===== src/ieg_pkg.sv =====
// Package of constants and types for the interrupt gate words 0 and 1
package ieg_pkg;

    // Bus and word widths
    localparam int IEG_AW = 8;
    localparam int IEG_DW = 32;
    localparam int IEG_WW = 16;
    localparam int IEG_NW = 2;

    // Register byte offsets
    localparam logic [IEG_AW-1:0] IEG_OFF_GATE0 = 8'h00;
    localparam logic [IEG_AW-1:0] IEG_OFF_GATE1 = 8'h04;
    localparam logic [IEG_AW-1:0] IEG_OFF_FLAG0 = 8'h08;
    localparam logic [IEG_AW-1:0] IEG_OFF_FLAG1 = 8'h0c;
    localparam logic [IEG_AW-1:0] IEG_OFF_PEND  = 8'h10;

    // Bus responses and reset values
    localparam logic [1:0]        IEG_RESP_OKAY   = 2'b00;
    localparam logic [1:0]        IEG_RESP_SLVERR = 2'b10;
    localparam logic [IEG_WW-1:0] IEG_GATE_RST    = 16'h0000;
    localparam logic [IEG_WW-1:0] IEG_FLAG_RST    = 16'h0000;
    localparam logic [IEG_DW-1:0] IEG_RDATA_RST   = 32'h0000_0000;

    // Field positions of gate word 0
    localparam int EXT_PIN0_GATE        = 0;
    localparam int CAPTURE_CH1_GATE     = 1;
    localparam int COMPARE_CH1_GATE     = 2;
    localparam int TIMER_ONE_GATE       = 3;
    localparam int XFER_CH0_DONE_GATE   = 4;
    localparam int CAPTURE_CH2_GATE     = 5;
    localparam int COMPARE_CH2_GATE     = 6;
    localparam int TIMER_TWO_GATE       = 7;
    localparam int TIMER_THREE_GATE     = 8;
    localparam int SPI_PORT1_ERROR_GATE = 9;
    localparam int SPI_PORT1_EVENT_GATE = 10;
    localparam int SERIAL1_RECEIVE_GATE = 11;
    localparam int SERIAL1_TRANSMIT_GATE = 12;
    localparam int CONVERTER1_DONE_GATE = 13;
    localparam int XFER_CH1_DONE_GATE   = 14;

    // Field positions of gate word 1
    localparam int I2C_PORT1_SLAVE_GATE   = 0;
    localparam int I2C_PORT1_MASTER_GATE  = 1;
    localparam int PIN_CHANGE_NOTIFY_GATE = 3;
    localparam int EXT_PIN1_GATE          = 4;
    localparam int CONVERTER2_DONE_GATE   = 5;
    localparam int CAPTURE_CH7_GATE       = 6;
    localparam int CAPTURE_CH8_GATE       = 7;
    localparam int XFER_CH2_DONE_GATE     = 8;
    localparam int COMPARE_CH3_GATE       = 9;
    localparam int COMPARE_CH4_GATE       = 10;
    localparam int TIMER_FOUR_GATE        = 11;
    localparam int TIMER_FIVE_GATE        = 12;
    localparam int EXT_PIN2_GATE          = 13;
    localparam int SERIAL2_RECEIVE_GATE   = 14;
    localparam int SERIAL2_TRANSMIT_GATE  = 15;

    // Register selected by an address
    typedef enum logic [2:0] {
        IEG_SEL_NONE,
        IEG_SEL_GATE0,
        IEG_SEL_GATE1,
        IEG_SEL_FLAG0,
        IEG_SEL_FLAG1,
        IEG_SEL_PEND
    } ieg_sel_e;

endpackage


===== src/ieg_word_if.sv =====
// Interface between the core and one gate/flag word
`timescale 1ns/1ps
interface ieg_word_if;
    import ieg_pkg::*;

    logic              wr_gate;
    logic              wr_clr;
    logic [IEG_WW-1:0] wdata;
    logic [1:0]        wstrb;
    logic [IEG_WW-1:0] req;
    logic [IEG_WW-1:0] gate;
    logic [IEG_WW-1:0] flag;

    // Core side drives writes and requests
    modport core (output wr_gate, wr_clr, wdata, wstrb, req, input gate, flag);
    // Word side holds the bits
    modport word (input wr_gate, wr_clr, wdata, wstrb, req, output gate, flag);
endinterface


===== src/ieg_top.sv =====
// Interrupt gate words 0 and 1 with flags, behind an AXI4-Lite slave
//
// Function
// - A gate bit at one lets its source's request through, at zero blocks it.
// - Bit 15 of word 0 is absent, reads zero and ignores writes.
// - Bit 2 of word 1 is absent, reads zero and ignores writes.
// - Transfer-done gates sit at word 0 bits 4 and 14 and word 1 bit 8.
// - Serial 1 transmit/receive at word 0 bits 12/11, serial 2 at word 1 bits 15/14.
// - Timers 1, 2, 3 at word 0 bits 3, 7, 8; timers 4, 5 at word 1 bits 11, 12.
// - Compare 1, 2 at word 0 bits 2, 6; compare 3, 4 at word 1 bits 9, 10.
// - Capture 1, 2 at word 0 bits 1, 5; capture 7, 8 at word 1 bits 6, 7.
// - External pin 0 at word 0 bit 0; pins 1, 2 at word 1 bits 4, 13.
// - SPI port 1 event gate at word 0 bit 10 and error gate at bit 9.
// - Converter 1 done at word 0 bit 13, converter 2 done at word 1 bit 5.
// - Word 1 holds I2C master at bit 1, slave at bit 0, pin change at bit 3.
// - A flag bit reads one once its source requested, until a one is written to clear it.
`timescale 1ns/1ps
module ieg_top
    import ieg_pkg::*;
(
    // Clock and reset
    input  wire logic              clk,
    input  wire logic              nrst,

    // AXI4-Lite write address
    input  wire logic [IEG_AW-1:0] s_axi_awaddr,
    input  wire logic              s_axi_awvalid,
    output logic                   s_axi_awready,

    // AXI4-Lite write data
    input  wire logic [IEG_DW-1:0] s_axi_wdata,
    input  wire logic [3:0]        s_axi_wstrb,
    input  wire logic              s_axi_wvalid,
    output logic                   s_axi_wready,

    // AXI4-Lite write response
    output logic      [1:0]        s_axi_bresp,
    output logic                   s_axi_bvalid,
    input  wire logic              s_axi_bready,

    // AXI4-Lite read address
    input  wire logic [IEG_AW-1:0] s_axi_araddr,
    input  wire logic              s_axi_arvalid,
    output logic                   s_axi_arready,

    // AXI4-Lite read data
    output logic      [IEG_DW-1:0] s_axi_rdata,
    output logic      [1:0]        s_axi_rresp,
    output logic                   s_axi_rvalid,
    input  wire logic              s_axi_rready,

    // Peripheral request lines
    input  wire logic [IEG_WW-1:0] src_req_w0,
    input  wire logic [IEG_WW-1:0] src_req_w1,

    // Gated requests to the priority logic
    output logic      [IEG_WW-1:0] gated_req_w0,
    output logic      [IEG_WW-1:0] gated_req_w1,
    output logic                   irq
);

    // Implemented bits of word 0
    localparam logic [IEG_WW-1:0] IMPL_W0 =
        (16'h0001 << XFER_CH0_DONE_GATE) |
        (16'h0001 << XFER_CH1_DONE_GATE) |
        (16'h0001 << SERIAL1_TRANSMIT_GATE) |
        (16'h0001 << SERIAL1_RECEIVE_GATE) |
        (16'h0001 << TIMER_ONE_GATE) |
        (16'h0001 << TIMER_TWO_GATE) |
        (16'h0001 << TIMER_THREE_GATE) |
        (16'h0001 << COMPARE_CH1_GATE) |
        (16'h0001 << COMPARE_CH2_GATE) |
        (16'h0001 << CAPTURE_CH1_GATE) |
        (16'h0001 << CAPTURE_CH2_GATE) |
        (16'h0001 << EXT_PIN0_GATE) |
        (16'h0001 << SPI_PORT1_EVENT_GATE) |
        (16'h0001 << SPI_PORT1_ERROR_GATE) |
        (16'h0001 << CONVERTER1_DONE_GATE);

    // Implemented bits of word 1
    localparam logic [IEG_WW-1:0] IMPL_W1 =
        (16'h0001 << XFER_CH2_DONE_GATE) |
        (16'h0001 << SERIAL2_TRANSMIT_GATE) |
        (16'h0001 << SERIAL2_RECEIVE_GATE) |
        (16'h0001 << TIMER_FOUR_GATE) |
        (16'h0001 << TIMER_FIVE_GATE) |
        (16'h0001 << COMPARE_CH3_GATE) |
        (16'h0001 << COMPARE_CH4_GATE) |
        (16'h0001 << CAPTURE_CH7_GATE) |
        (16'h0001 << CAPTURE_CH8_GATE) |
        (16'h0001 << EXT_PIN1_GATE) |
        (16'h0001 << EXT_PIN2_GATE) |
        (16'h0001 << CONVERTER2_DONE_GATE) |
        (16'h0001 << I2C_PORT1_MASTER_GATE) |
        (16'h0001 << I2C_PORT1_SLAVE_GATE) |
        (16'h0001 << PIN_CHANGE_NOTIFY_GATE);

    // Both masks, indexed by word
    localparam logic [IEG_NW-1:0][IEG_WW-1:0] IMPL = {IMPL_W1, IMPL_W0};

    // Address decode shared by the write and read paths
    function automatic ieg_sel_e decode(input logic [IEG_AW-1:0] a);
        ieg_sel_e s;
        s = IEG_SEL_NONE;
        if (a == IEG_OFF_GATE0) begin
            s = IEG_SEL_GATE0;
        end else if (a == IEG_OFF_GATE1) begin
            s = IEG_SEL_GATE1;
        end else if (a == IEG_OFF_FLAG0) begin
            s = IEG_SEL_FLAG0;
        end else if (a == IEG_OFF_FLAG1) begin
            s = IEG_SEL_FLAG1;
        end else if (a == IEG_OFF_PEND) begin
            s = IEG_SEL_PEND;
        end
        return s;
    endfunction

    // Write channel state
    logic              awready_reg;
    logic              awready_next;
    logic              wready_reg;
    logic              wready_next;
    logic              aw_hold_reg;
    logic              aw_hold_next;
    logic              w_hold_reg;
    logic              w_hold_next;
    logic              bvalid_reg;
    logic              bvalid_next;
    logic [1:0]        bresp_reg;
    logic [IEG_AW-1:0] awaddr_reg;
    logic [IEG_WW-1:0] wdata_reg;
    logic [1:0]        wstrb_reg;
    logic              aw_take;
    logic              w_take;
    logic              do_wr;
    ieg_sel_e          wsel;

    // Read channel state
    logic              arready_reg;
    logic              arready_next;
    logic              rvalid_reg;
    logic              rvalid_next;
    logic [1:0]        rresp_reg;
    logic [IEG_DW-1:0] rdata_reg;
    logic [IEG_DW-1:0] rd_word;
    logic [1:0]        rd_resp;
    logic              ar_take;

    // Word and forwarding signals
    logic [IEG_NW-1:0][IEG_WW-1:0] gate_w;
    logic [IEG_NW-1:0][IEG_WW-1:0] flag_w;
    logic [IEG_NW-1:0][IEG_WW-1:0] req_w;
    logic [IEG_NW-1:0]             wr_gate;
    logic [IEG_NW-1:0]             wr_clr;

    // Handshake events
    assign aw_take = s_axi_awvalid & awready_reg;
    assign w_take  = s_axi_wvalid & wready_reg;
    assign ar_take = s_axi_arvalid & arready_reg;
    assign do_wr   = aw_hold_reg & w_hold_reg & ~bvalid_reg;
    assign wsel    = decode(awaddr_reg);

    // Write channel next state; address and data in either order
    always_comb begin
        aw_hold_next = aw_hold_reg;
        w_hold_next  = w_hold_reg;
        bvalid_next  = bvalid_reg;
        if (aw_take) begin
            aw_hold_next = 1'b1;
        end else if (do_wr) begin
            aw_hold_next = 1'b0;
        end
        if (w_take) begin
            w_hold_next = 1'b1;
        end else if (do_wr) begin
            w_hold_next = 1'b0;
        end
        if (do_wr) begin
            bvalid_next = 1'b1;
        end else if (bvalid_reg && s_axi_bready) begin
            bvalid_next = 1'b0;
        end
        awready_next = ~aw_hold_next & ~bvalid_next;
        wready_next  = ~w_hold_next & ~bvalid_next;
    end

    // Write handshake flags
    always_ff @(posedge clk or negedge nrst) begin
        if (!nrst) begin
            aw_hold_reg <= 1'b0;
            w_hold_reg  <= 1'b0;
            bvalid_reg  <= 1'b0;
            awready_reg <= 1'b0;
            wready_reg  <= 1'b0;
        end else begin
            aw_hold_reg <= aw_hold_next;
            w_hold_reg  <= w_hold_next;
            bvalid_reg  <= bvalid_next;
            awready_reg <= awready_next;
            wready_reg  <= wready_next;
        end
    end

    // Captured write address
    always_ff @(posedge clk or negedge nrst) begin
        if (!nrst) begin
            awaddr_reg <= IEG_OFF_GATE0;
        end else if (aw_take) begin
            awaddr_reg <= s_axi_awaddr;
        end
    end

    // Captured write data; upper half and lanes are ignored
    always_ff @(posedge clk or negedge nrst) begin
        if (!nrst) begin
            wdata_reg <= IEG_GATE_RST;
            wstrb_reg <= 2'b00;
        end else if (w_take) begin
            wdata_reg <= s_axi_wdata[IEG_WW-1:0];
            wstrb_reg <= s_axi_wstrb[1:0];
        end
    end

    // Write response; unmapped addresses answer with an error
    always_ff @(posedge clk or negedge nrst) begin
        if (!nrst) begin
            bresp_reg <= IEG_RESP_OKAY;
        end else if (do_wr && wsel == IEG_SEL_NONE) begin
            bresp_reg <= IEG_RESP_SLVERR;
        end else if (do_wr) begin
            bresp_reg <= IEG_RESP_OKAY;
        end
    end

    // Write strobes into the words
    assign wr_gate[0] = do_wr & (wsel == IEG_SEL_GATE0);
    assign wr_gate[1] = do_wr & (wsel == IEG_SEL_GATE1);
    assign wr_clr[0]  = do_wr & (wsel == IEG_SEL_FLAG0);
    assign wr_clr[1]  = do_wr & (wsel == IEG_SEL_FLAG1);

    // Request lines per word
    assign req_w[0] = src_req_w0;
    assign req_w[1] = src_req_w1;

    // The two gate words
    ieg_word_if wif[IEG_NW] ();

    // One gate word per index
    genvar g;
    generate
        for (g = 0; g < IEG_NW; g++) begin : g_word
            assign wif[g].wr_gate = wr_gate[g];
            assign wif[g].wr_clr  = wr_clr[g];
            assign wif[g].wdata   = wdata_reg;
            assign wif[g].wstrb   = wstrb_reg;
            assign wif[g].req     = req_w[g];
            assign gate_w[g]      = wif[g].gate;
            assign flag_w[g]      = wif[g].flag;

            ieg_gate_word #(
                .IMPL (IMPL[g])
            ) u_word (
                .clk  (clk),
                .nrst (nrst),
                .w    (wif[g])
            );
        end
    endgenerate

    // Gated requests and interrupt
    ieg_fwd u_fwd (
        .clk    (clk),
        .nrst   (nrst),
        .gate0  (gate_w[0]),
        .flag0  (flag_w[0]),
        .gate1  (gate_w[1]),
        .flag1  (flag_w[1]),
        .gated0 (gated_req_w0),
        .gated1 (gated_req_w1),
        .irq    (irq)
    );

    // Read data selection
    // Pending word trails flag and gate by one clock
    always_comb begin
        rd_word = IEG_RDATA_RST;
        rd_resp = IEG_RESP_OKAY;
        case (decode(s_axi_araddr))
            IEG_SEL_GATE0: rd_word[IEG_WW-1:0] = gate_w[0];
            IEG_SEL_GATE1: rd_word[IEG_WW-1:0] = gate_w[1];
            IEG_SEL_FLAG0: rd_word[IEG_WW-1:0] = flag_w[0];
            IEG_SEL_FLAG1: rd_word[IEG_WW-1:0] = flag_w[1];
            IEG_SEL_PEND:  rd_word = {gated_req_w1, gated_req_w0};
            default:       rd_resp = IEG_RESP_SLVERR;
        endcase
    end

    // Read channel next state
    always_comb begin
        rvalid_next = rvalid_reg;
        if (ar_take) begin
            rvalid_next = 1'b1;
        end else if (rvalid_reg && s_axi_rready) begin
            rvalid_next = 1'b0;
        end
        arready_next = ~rvalid_next;
    end

    // Read handshake flags
    always_ff @(posedge clk or negedge nrst) begin
        if (!nrst) begin
            rvalid_reg  <= 1'b0;
            arready_reg <= 1'b0;
        end else begin
            rvalid_reg  <= rvalid_next;
            arready_reg <= arready_next;
        end
    end

    // Read data and response, held until taken
    always_ff @(posedge clk or negedge nrst) begin
        if (!nrst) begin
            rdata_reg <= IEG_RDATA_RST;
            rresp_reg <= IEG_RESP_OKAY;
        end else if (ar_take) begin
            rdata_reg <= rd_word;
            rresp_reg <= rd_resp;
        end
    end

    // Bus outputs from registers
    assign s_axi_awready = awready_reg;
    assign s_axi_wready  = wready_reg;
    assign s_axi_bvalid  = bvalid_reg;
    assign s_axi_bresp   = bresp_reg;
    assign s_axi_arready = arready_reg;
    assign s_axi_rvalid  = rvalid_reg;
    assign s_axi_rresp   = rresp_reg;
    assign s_axi_rdata   = rdata_reg;

endmodule


===== src/ieg_gate_word.sv =====
// One 16-bit gate word with its matching sticky flag word
`timescale 1ns/1ps
module ieg_gate_word
    import ieg_pkg::*;
#(
    parameter logic [IEG_WW-1:0] IMPL = 16'hffff
) (
    // Clock and reset
    input wire logic clk,
    input wire logic nrst,
    // Register and request side
    ieg_word_if.word w
);

    logic [IEG_WW-1:0] lane_mask;
    logic [IEG_WW-1:0] clr_mask;
    logic [IEG_WW-1:0] gate_reg;
    logic [IEG_WW-1:0] flag_reg;

    // Byte lanes and write-one-to-clear bits
    assign lane_mask = {{8{w.wstrb[1]}}, {8{w.wstrb[0]}}};
    assign clr_mask  = w.wr_clr ? (w.wdata & lane_mask) : IEG_FLAG_RST;

    // Gate bits; absent bits stay zero and ignore writes
    always_ff @(posedge clk or negedge nrst) begin
        if (!nrst) begin
            gate_reg <= IEG_GATE_RST;
        end else if (w.wr_gate) begin
            gate_reg <= ((gate_reg & ~lane_mask) | (w.wdata & lane_mask)) & IMPL;
        end
    end

    // Sticky flags; a request in the clearing cycle wins
    always_ff @(posedge clk or negedge nrst) begin
        if (!nrst) begin
            flag_reg <= IEG_FLAG_RST;
        end else begin
            flag_reg <= ((flag_reg & ~clr_mask) | w.req) & IMPL;
        end
    end

    assign w.gate = gate_reg;
    assign w.flag = flag_reg;

endmodule


===== src/ieg_fwd.sv =====
// Forwarding of gated requests and the summary interrupt
`timescale 1ns/1ps
module ieg_fwd
    import ieg_pkg::*;
(
    // Clock and reset
    input  wire logic              clk,
    input  wire logic              nrst,
    // Gate and flag words
    input  wire logic [IEG_WW-1:0] gate0,
    input  wire logic [IEG_WW-1:0] flag0,
    input  wire logic [IEG_WW-1:0] gate1,
    input  wire logic [IEG_WW-1:0] flag1,
    // Gated requests and interrupt
    output logic      [IEG_WW-1:0] gated0,
    output logic      [IEG_WW-1:0] gated1,
    output logic                   irq
);

    // A request passes only while flag and gate are both set
    always_ff @(posedge clk or negedge nrst) begin
        if (!nrst) begin
            gated0 <= IEG_FLAG_RST;
            gated1 <= IEG_FLAG_RST;
        end else begin
            gated0 <= flag0 & gate0;
            gated1 <= flag1 & gate1;
        end
    end

    // Level interrupt while any gated request stands
    always_ff @(posedge clk or negedge nrst) begin
        if (!nrst) begin
            irq <= 1'b0;
        end else begin
            irq <= |{flag0 & gate0, flag1 & gate1};
        end
    end

endmodule


===== config.mk =====
export PLATFORM = sky130hd
export DESIGN_NAME = ieg_top
export DESIGN_NICKNAME = d
export VERILOG_FILES = /design/src/ieg_pkg.sv /design/src/ieg_word_if.sv /design/src/ieg_top.sv /design/src/ieg_gate_word.sv /design/src/ieg_fwd.sv
export SDC_FILE = /design/constraint.sdc
export NUM_CORES = 1
export LEC_CHECK = 0
export BUFFER_PORTS_ARGS = -buffer_cell sky130_fd_sc_hd__buf_2
export CAP_MARGIN = 20
export CELL_PAD_IN_SITES_DETAIL_PLACEMENT = 0
export CELL_PAD_IN_SITES_GLOBAL_PLACEMENT = 1
export CORE_MARGIN = 3
export CORE_UTILIZATION = 46
export DETAILED_ROUTE_END_ITERATION = 7
export PLACE_DENSITY = 0.82
export SYNTH_ARGS = -nofsm -noshare
export SYNTH_HDL_FRONTEND = slang
export SYNTH_HIERARCHICAL = 1
export SYNTH_SLANG_ARGS = --single-unit

===== constraint.sdc =====
create_clock -name clk -period 6.25 [get_ports clk]
set_input_delay 0.625 -clock clk [delete_from_list [all_inputs] [get_ports clk]]
set_output_delay 0.625 -clock clk [all_outputs]
set_load 0.01 [all_outputs]

==> results.cfg, run 1 <==
[flow_run]
maxCapViolCount = 0

[layout]
syn2layout_area_growth_pct = 22.08
finalNetCount = 725
layout-drive-gt1-share_pct = 39.63
n_fill_cell = 1118
fin_area_mm2 = 0.008184

[power_and_ir_drop]
internal-power_mw = 2.168
p_leak_nw = 4.116
switchingPower_mw = 0.7672
peakVddDrop_uv = 332.3
p_per_area_mw_per_mm2 = 358.7
combPwrFrac_pct = 13.8
switching_share_pct = 26.13
p_clk_share_pct = 39.5
pwr-share-seq_pct = 46.7

[floorplan]
fp.coreArea_mm2 = 0.01404
initial_core_util_pct = 47.74
top_level_ports = 165
die_y_um = 126.7
rows = 43
die-area_mm2 = 0.01606
die_w_um = 126.7

[grt]
grt_pass1_wl_um = 26010
grtUsageTotal_pct = 21.28
grt_max_degree = 108
grt_pass1_vias = 4709
grt-ovfl-total = 0
antenna_found_initial = 2

[drt]
avgViaCountPerCell = 5.530
routed_wl_um = 16570
vias = 4573
wl_per_cell_um = 20.04
ant_nets = 0
drt_iter0_drc = 326
drc = 0
dr.pass1.iters = 5

[sta]
period_share_pct = 41.50
max-slew-margin-rel_pct = 33.26
period_minus_slack_ns = 2.594
rsz0062_at_grt = false
setup_viol = 0
fin_skew_ns = 0.009842
tightest_slew_ns = 0.9986
finalHoldViolCount = 0
finalSetupTns_ns = 0
slew_viol_final = 0
max_freq_mhz = 385.6

[placed_design]
place_congestion = 0.8335
dp_hpwl_um = 11180
io_buffer_count = 142
placement.cell_area_mm2 = 0.007515

[setup_path]
crit_fanout = 7
path_cells = or4_1 > or4_4 > nor3_1 > nand2_4 > mux2_4
worstPathRequired_ns = 6.55
endpoint_kind = flop
reg2reg_slack_ns = 3.66
r2r_start = awaddr_reg[0]
cp-start-kind = flop
cp_slowest_cell = or4_1
worst-r2r-cell-count = 5
cpPeakStageDelay_ns = 0.55
crit_type = reg -> reg
cp.arrival_ns = 2.90

[logic_synthesis]
netlist_instances = 493
syn-mean-instance-area_um2 = 13.60
async_flop_share_pct = 100.0
synth.top_cell.area_share_pct = 59.72
synth.area.top_cells = dfrtp_1, mux2_2, mux2i_1
yosys-top-cells-count = dfrtp_1, and2_1, mux2_2
synth-edff-count = 0
yosysMostFrequentCell = dfrtp_1
synth_flop_cell = dfrtp_1
synth_area_leader_cell = dfrtp_1
yosysSeqAreaShare_pct = 59.72
synth_seq_cells = 160
netlist_area_mm2 = 0.006704
synth_cell_type_count = 40
ys_warn_count = 6

[clock_tree]
clock_path_buffers = 2
path_clk_slew_ns = 0.06
clock_latency_ns = 0.42
cts_tree = built
ctsResizeCount = 0
ctsHtreeMaxLevel = 4
cts_made_buffers = 17
cts_root_buf = clkbuf_16
postCtsSetupRepairBufs = 0
cts_sinks = 160
cts_hold_buf = 0

[run_status]
status = finished clean

[worst_hold_path]
hold_class = in -> async
## critical path: cells and delay by family (launching register included)
kind / cells / cell delay (ns)
simple gates: 4 / 1.74
flops: 1 / 0.37
mux: 1 / 0.37
## final cells by class
cell class              instances  area [µm²]  area share (%)
repair buffers                147       754.5           9.219
inverters                       6       22.52          0.2752
well taps                     180       225.2           2.752
clock inverters                11       210.2           2.568
multi-input cells             302        2509           30.65
flip-flops and latches        160        4004           48.92
diodes                          1       2.502         0.03058
clock buffers                  20       456.7           5.580
## metal layers
metal	track usage, %	share of wire [%]
met2	33.97	48
met4	6.625	1.3
met3	6.526	6.8
met1	28.08	44
met5	0	0.054
## logic make-up after synthesis
group | synth area share [%]
multiplexers | 14.97
other | 0.1680
buffers and inverters | 3.266
AO/OA/AOI/OAI | 10.13
AND/OR/NAND/NOR | 11.74
flip-flops | 59.72
## metrics by stage
stage	total power [mW]	hold slack (ns)	worst slack [ns]	utilization, %	cells
finish	2.935	0.3284	3.656	58.28	827
global placement	1.775	0.4481	3.656	53.52	795
global route	3.071	0.3609	3.555	58.28	827
detailed placement	1.797	0.4485	3.625	53.52	795
floorplan	1.618	0.3294	3.873	-	496
CTS	2.963	0.3661	3.628	58.26	826
## placed cells by master (no fill, tap or decap), types with 2 or more instances in the layout
cell type,count
nor3_1,3
nor2_1,2
or3b_1,2
clkinv_2,3
bufinv_16,6
conb_1,6
nand2_1,7
or4_1,10
nor3_2,2
and2_4,2
a22o_1,16
or2_2,4
a21o_1,30
buf_2,141
o21ai_0,4
a221o_1,11
clkinvlp_4,2
mux2_4,14
nand2_4,4
and2_1,46
nand3_1,30
o22ai_1,16
clkbuf_16,17
a221o_2,5
mux2i_1,32
buf_4,5
o21a_1,2
dfrtp_1,160
nor3_4,2
inv_1,6
clkbuf_8,2
mux2_2,42
## power by group through the flow
stage / sequential [mW] / clock [mW] / combinational [mW]
global route: 1.40 / 1.23 / 0.445
finish: 1.37 / 1.16 / 0.406
detailed placement: 1.39 / 0 / 0.412
floorplan: 1.32 / 0 / 0.295
CTS: 1.37 / 1.18 / 0.412
global placement: 1.38 / 0 / 0.399
## worst max path at each step
stage	cells after the start	slack, ns	startpoint	endpoint
2_1_floorplan	5	3.87	awaddr_reg[0]	flop
3_3_place_gp	4	3.66	s_axi_araddr[4]	s_axi_rdata[15]
3_5_place_dp	4	3.63	s_axi_araddr[4]	s_axi_rdata[15]
4_1_cts	5	3.63	awaddr_reg[0]	flop
5_1_grt	5	3.56	awaddr_reg[0]	flop
6_report	5	3.66	awaddr_reg[0]	flop
No activity file was read; power rests on OpenSTA's default activity.
==> run 2: changes to the inputs <==
--- a/config.mk
+++ b/config.mk
@@ -5,14 +5,15 @@
 export SDC_FILE = /design/constraint.sdc
 export NUM_CORES = 1
 export LEC_CHECK = 0
+export ABC_AREA = 1
 export BUFFER_PORTS_ARGS = -buffer_cell sky130_fd_sc_hd__buf_2
 export CAP_MARGIN = 20
 export CELL_PAD_IN_SITES_DETAIL_PLACEMENT = 0
 export CELL_PAD_IN_SITES_GLOBAL_PLACEMENT = 1
 export CORE_MARGIN = 3
-export CORE_UTILIZATION = 46
+export CORE_UTILIZATION = 40
 export DETAILED_ROUTE_END_ITERATION = 7
-export PLACE_DENSITY = 0.82
+export PLACE_DENSITY = 0.77
 export SYNTH_ARGS = -nofsm -noshare
 export SYNTH_HDL_FRONTEND = slang
 export SYNTH_HIERARCHICAL = 1
==> constraint.sdc (replaced) <==
create_clock -name clk -period 2.6 [get_ports clk]
set_input_delay 0.26 -clock clk [delete_from_list [all_inputs] [get_ports clk]]
set_output_delay 0.26 -clock clk [all_outputs]
set_load 0.01 [all_outputs]
==> results.cfg, run 2 <==
[layout]
layout-drive-gt1-share_pct = 22.79
diodes = 0
syn2layout_area_growth_pct = 20.32
finalNetCount = 1087
fin_cells = 1234
fin_area_mm2 = 0.008706
layout_common_cells = nand2_1, dfrtp_1, buf_2
final_common_cell = nand2_1

[drt]
vias = 5742
drt_iter0_drc = 421
avgViaCountPerCell = 4.653
wl_per_cell_um = 14.43
ant_nets = 0
drc = 0
dr.pass1.iters = 5
routed_wl_um = 17810

[grt]
antenna_found_initial = 0
grt-ovfl-total = 0
use_met2_pct = 27.02
gr-usage-met3_pct = 5.121
busiest_layer = met1
met1_usage_pct = 27.63
grtUsageTotal_pct = 18.57
grt_pass1_wl_um = 28810
grt_pass1_vias = 5408
grt_max_degree = 49

[logic_synthesis]
synth.area.top_cells = dfrtp_1, nand2_1, nand3_1
synth_cell_type_count = 24
netlist_area_mm2 = 0.007236
synth_area_leader_cell = dfrtp_1
muxShareOfSynthArea_pct = 3.424
synth_compound_area_share_pct = 1.868
synth.top_cell.area_share_pct = 55.33
yosys-top-cells-count = nand2_1, dfrtp_1, nand3_1
netlist_instances = 855
synth_seq_cells = 160
synth_flop_cell = dfrtp_1
synth-xor-area-share_pct = 0
synth-edff-count = 0
yosysSeqAreaShare_pct = 55.33
async_flop_share_pct = 100.0
ys_warn_count = 6
synth_top_family_by_area = simple AND/OR/NAND/NOR gates
synth_fa_ha_area_share_pct = 0
syn-mean-instance-area_um2 = 8.463
yosysMostFrequentCell = nand2_1
yosys.area_share.simple_pct = 30.49

[clock_tree]
clock_path_buffers = 2
cts_made_buffers = 17
ctsHtreeMaxLevel = 4
cts_root_buf = clkbuf_16
postCtsSetupRepairBufs = 0
cts_tree = built
path_clk_slew_ns = 0.06
cts_sinks = 160
ctsResizeCount = 0
clock_latency_ns = 0.42

[setup_path]
cpPeakStageDelay_ns = 0.44
worstPathRequired_ns = 2.91
path_cells = nor3_1 > inv_1 > nor2_1 > buf_4 > nand2_1 > nand2_1 > nand2_1
cp_slowest_cell = nor3_1
endpoint_kind = flop
crit_fanout = 9
cpMostUsedCell = nand2_1
worst-r2r-cell-count = 7
cp.arrival_ns = 2.24
cp-start-kind = flop
crit_type = reg -> reg

[power_and_ir_drop]
p_leak_nw = 5.162
p_per_area_mw_per_mm2 = 759.9
peakVddDrop_uv = 474.9

[sta]
finalHoldViolCount = 0
slew_viol_final = 0
max-slew-margin-rel_pct = 63.11
hold_slack_ns = 0.01237
fin_skew_ns = 0.01159
tightest_slew_ns = 0.5520
rsz0062_at_grt = false
max_freq_mhz = 520.6
period_share_pct = 73.88
period_minus_slack_ns = 1.921
setup_ws_ns = 0.6791
setup_viol = 0
finalSetupTns_ns = 0

[flow_run]
maxCapViolCount = 0

[placed_design]
placement.cell_area_mm2 = 0.008078
post-place-ws_ns = 0.6927
dpl.cell_count = 1201
io_buffer_count = 142
dp_hpwl_um = 13030
place_congestion = 0.8216

[floorplan]
top_level_ports = 165
initial_core_util_pct = 41.40
fp.coreArea_mm2 = 0.01748
die-area_mm2 = 0.01974
rows = 48
die_y_um = 140.5
die_w_um = 140.5

[worst_hold_path]
holdPathStages = 3
hold_class = in -> reg

[run_status]
status = finished clean
[run 2: worst max-delay path: cells and delay by family (launching register included)]
kind                   cells  cell delay (ns)
buffers and inverters      2             0.38
flip-flops                 1             0.40
AND/OR/NAND/NOR            5             1.02
[run 2: power breakdown]
group | total (mW) | switching (mW) | leakage, nW | internal, mW
Sequential | 3.15 | 0.348 | 1.99 | 2.80
Clock | 2.56 | 1.01 | 0.299 | 1.55
Combinational | 0.909 | 0.525 | 2.87 | 0.384
Total | 6.62 | 1.88 | 5.16 | 4.73
[run 2: kinds of logic (layout without fill, tap and decap cells)]
| logic type | after synthesis | in the layout |
|---|---|---|
| other | 3 | 6 |
| AOI/OAI and AO/OA | 27 | 27 |
| buffers and inverters | 123 | 274 |
| DFF | 160 | 160 |
| muxes | 22 | 22 |
| and+or+nand+nor | 520 | 520 |
[run 2: what timing repair did]
action                     4_1_cts  5_1_grt
setup endpoints to repair        0        0
hold endpoints to repair        45        0
hold buffers                     1        0
[run 2: path summary, 6_finish.rpt]
check                               from                         end  slack [ns]
min                        src_req_w1[9]  g_word[1].u_word/w.flag[9]        0.01
min reg2reg                 s_axi_rvalid               s_axi_arready        0.46
max in group asynchronous           nrst             u_fwd/gated1[1]        1.51
max                         s_axi_bvalid                        flop        0.68
min in group asynchronous           nrst             s_axi_rdata[25]        0.35
max reg2reg                 s_axi_bvalid                        flop        0.68
[run 2: routing by layer]
layer / vias to the layer above / part of all wire [%]
met5: - / 0
met3: 7 / 6.2
met2: 149 / 43
li1: 2949 / -
met1: 2637 / 50
met4: 0 / 0.69
[run 2: cell type report]
type | count | area, µm²
fill | 1743 | 8771
sequential | 160 | 4004
clock buffer | 22 | 494.2
multi-input combinational | 575 | 2611
tap | 225 | 281.5
inverter | 85 | 321.6
clock inverter | 10 | 123.9
timing repair buffer | 157 | 869.6
[run 2: per-stage QoR]
step	power, mW	utilization, %
3_3_place_gp	4.088	46.22
5_1_grt	6.948	49.81
2_1_floorplan	3.776	-
6_report	6.616	49.81
3_5_place_dp	4.113	46.22
4_1_cts	6.696	49.81
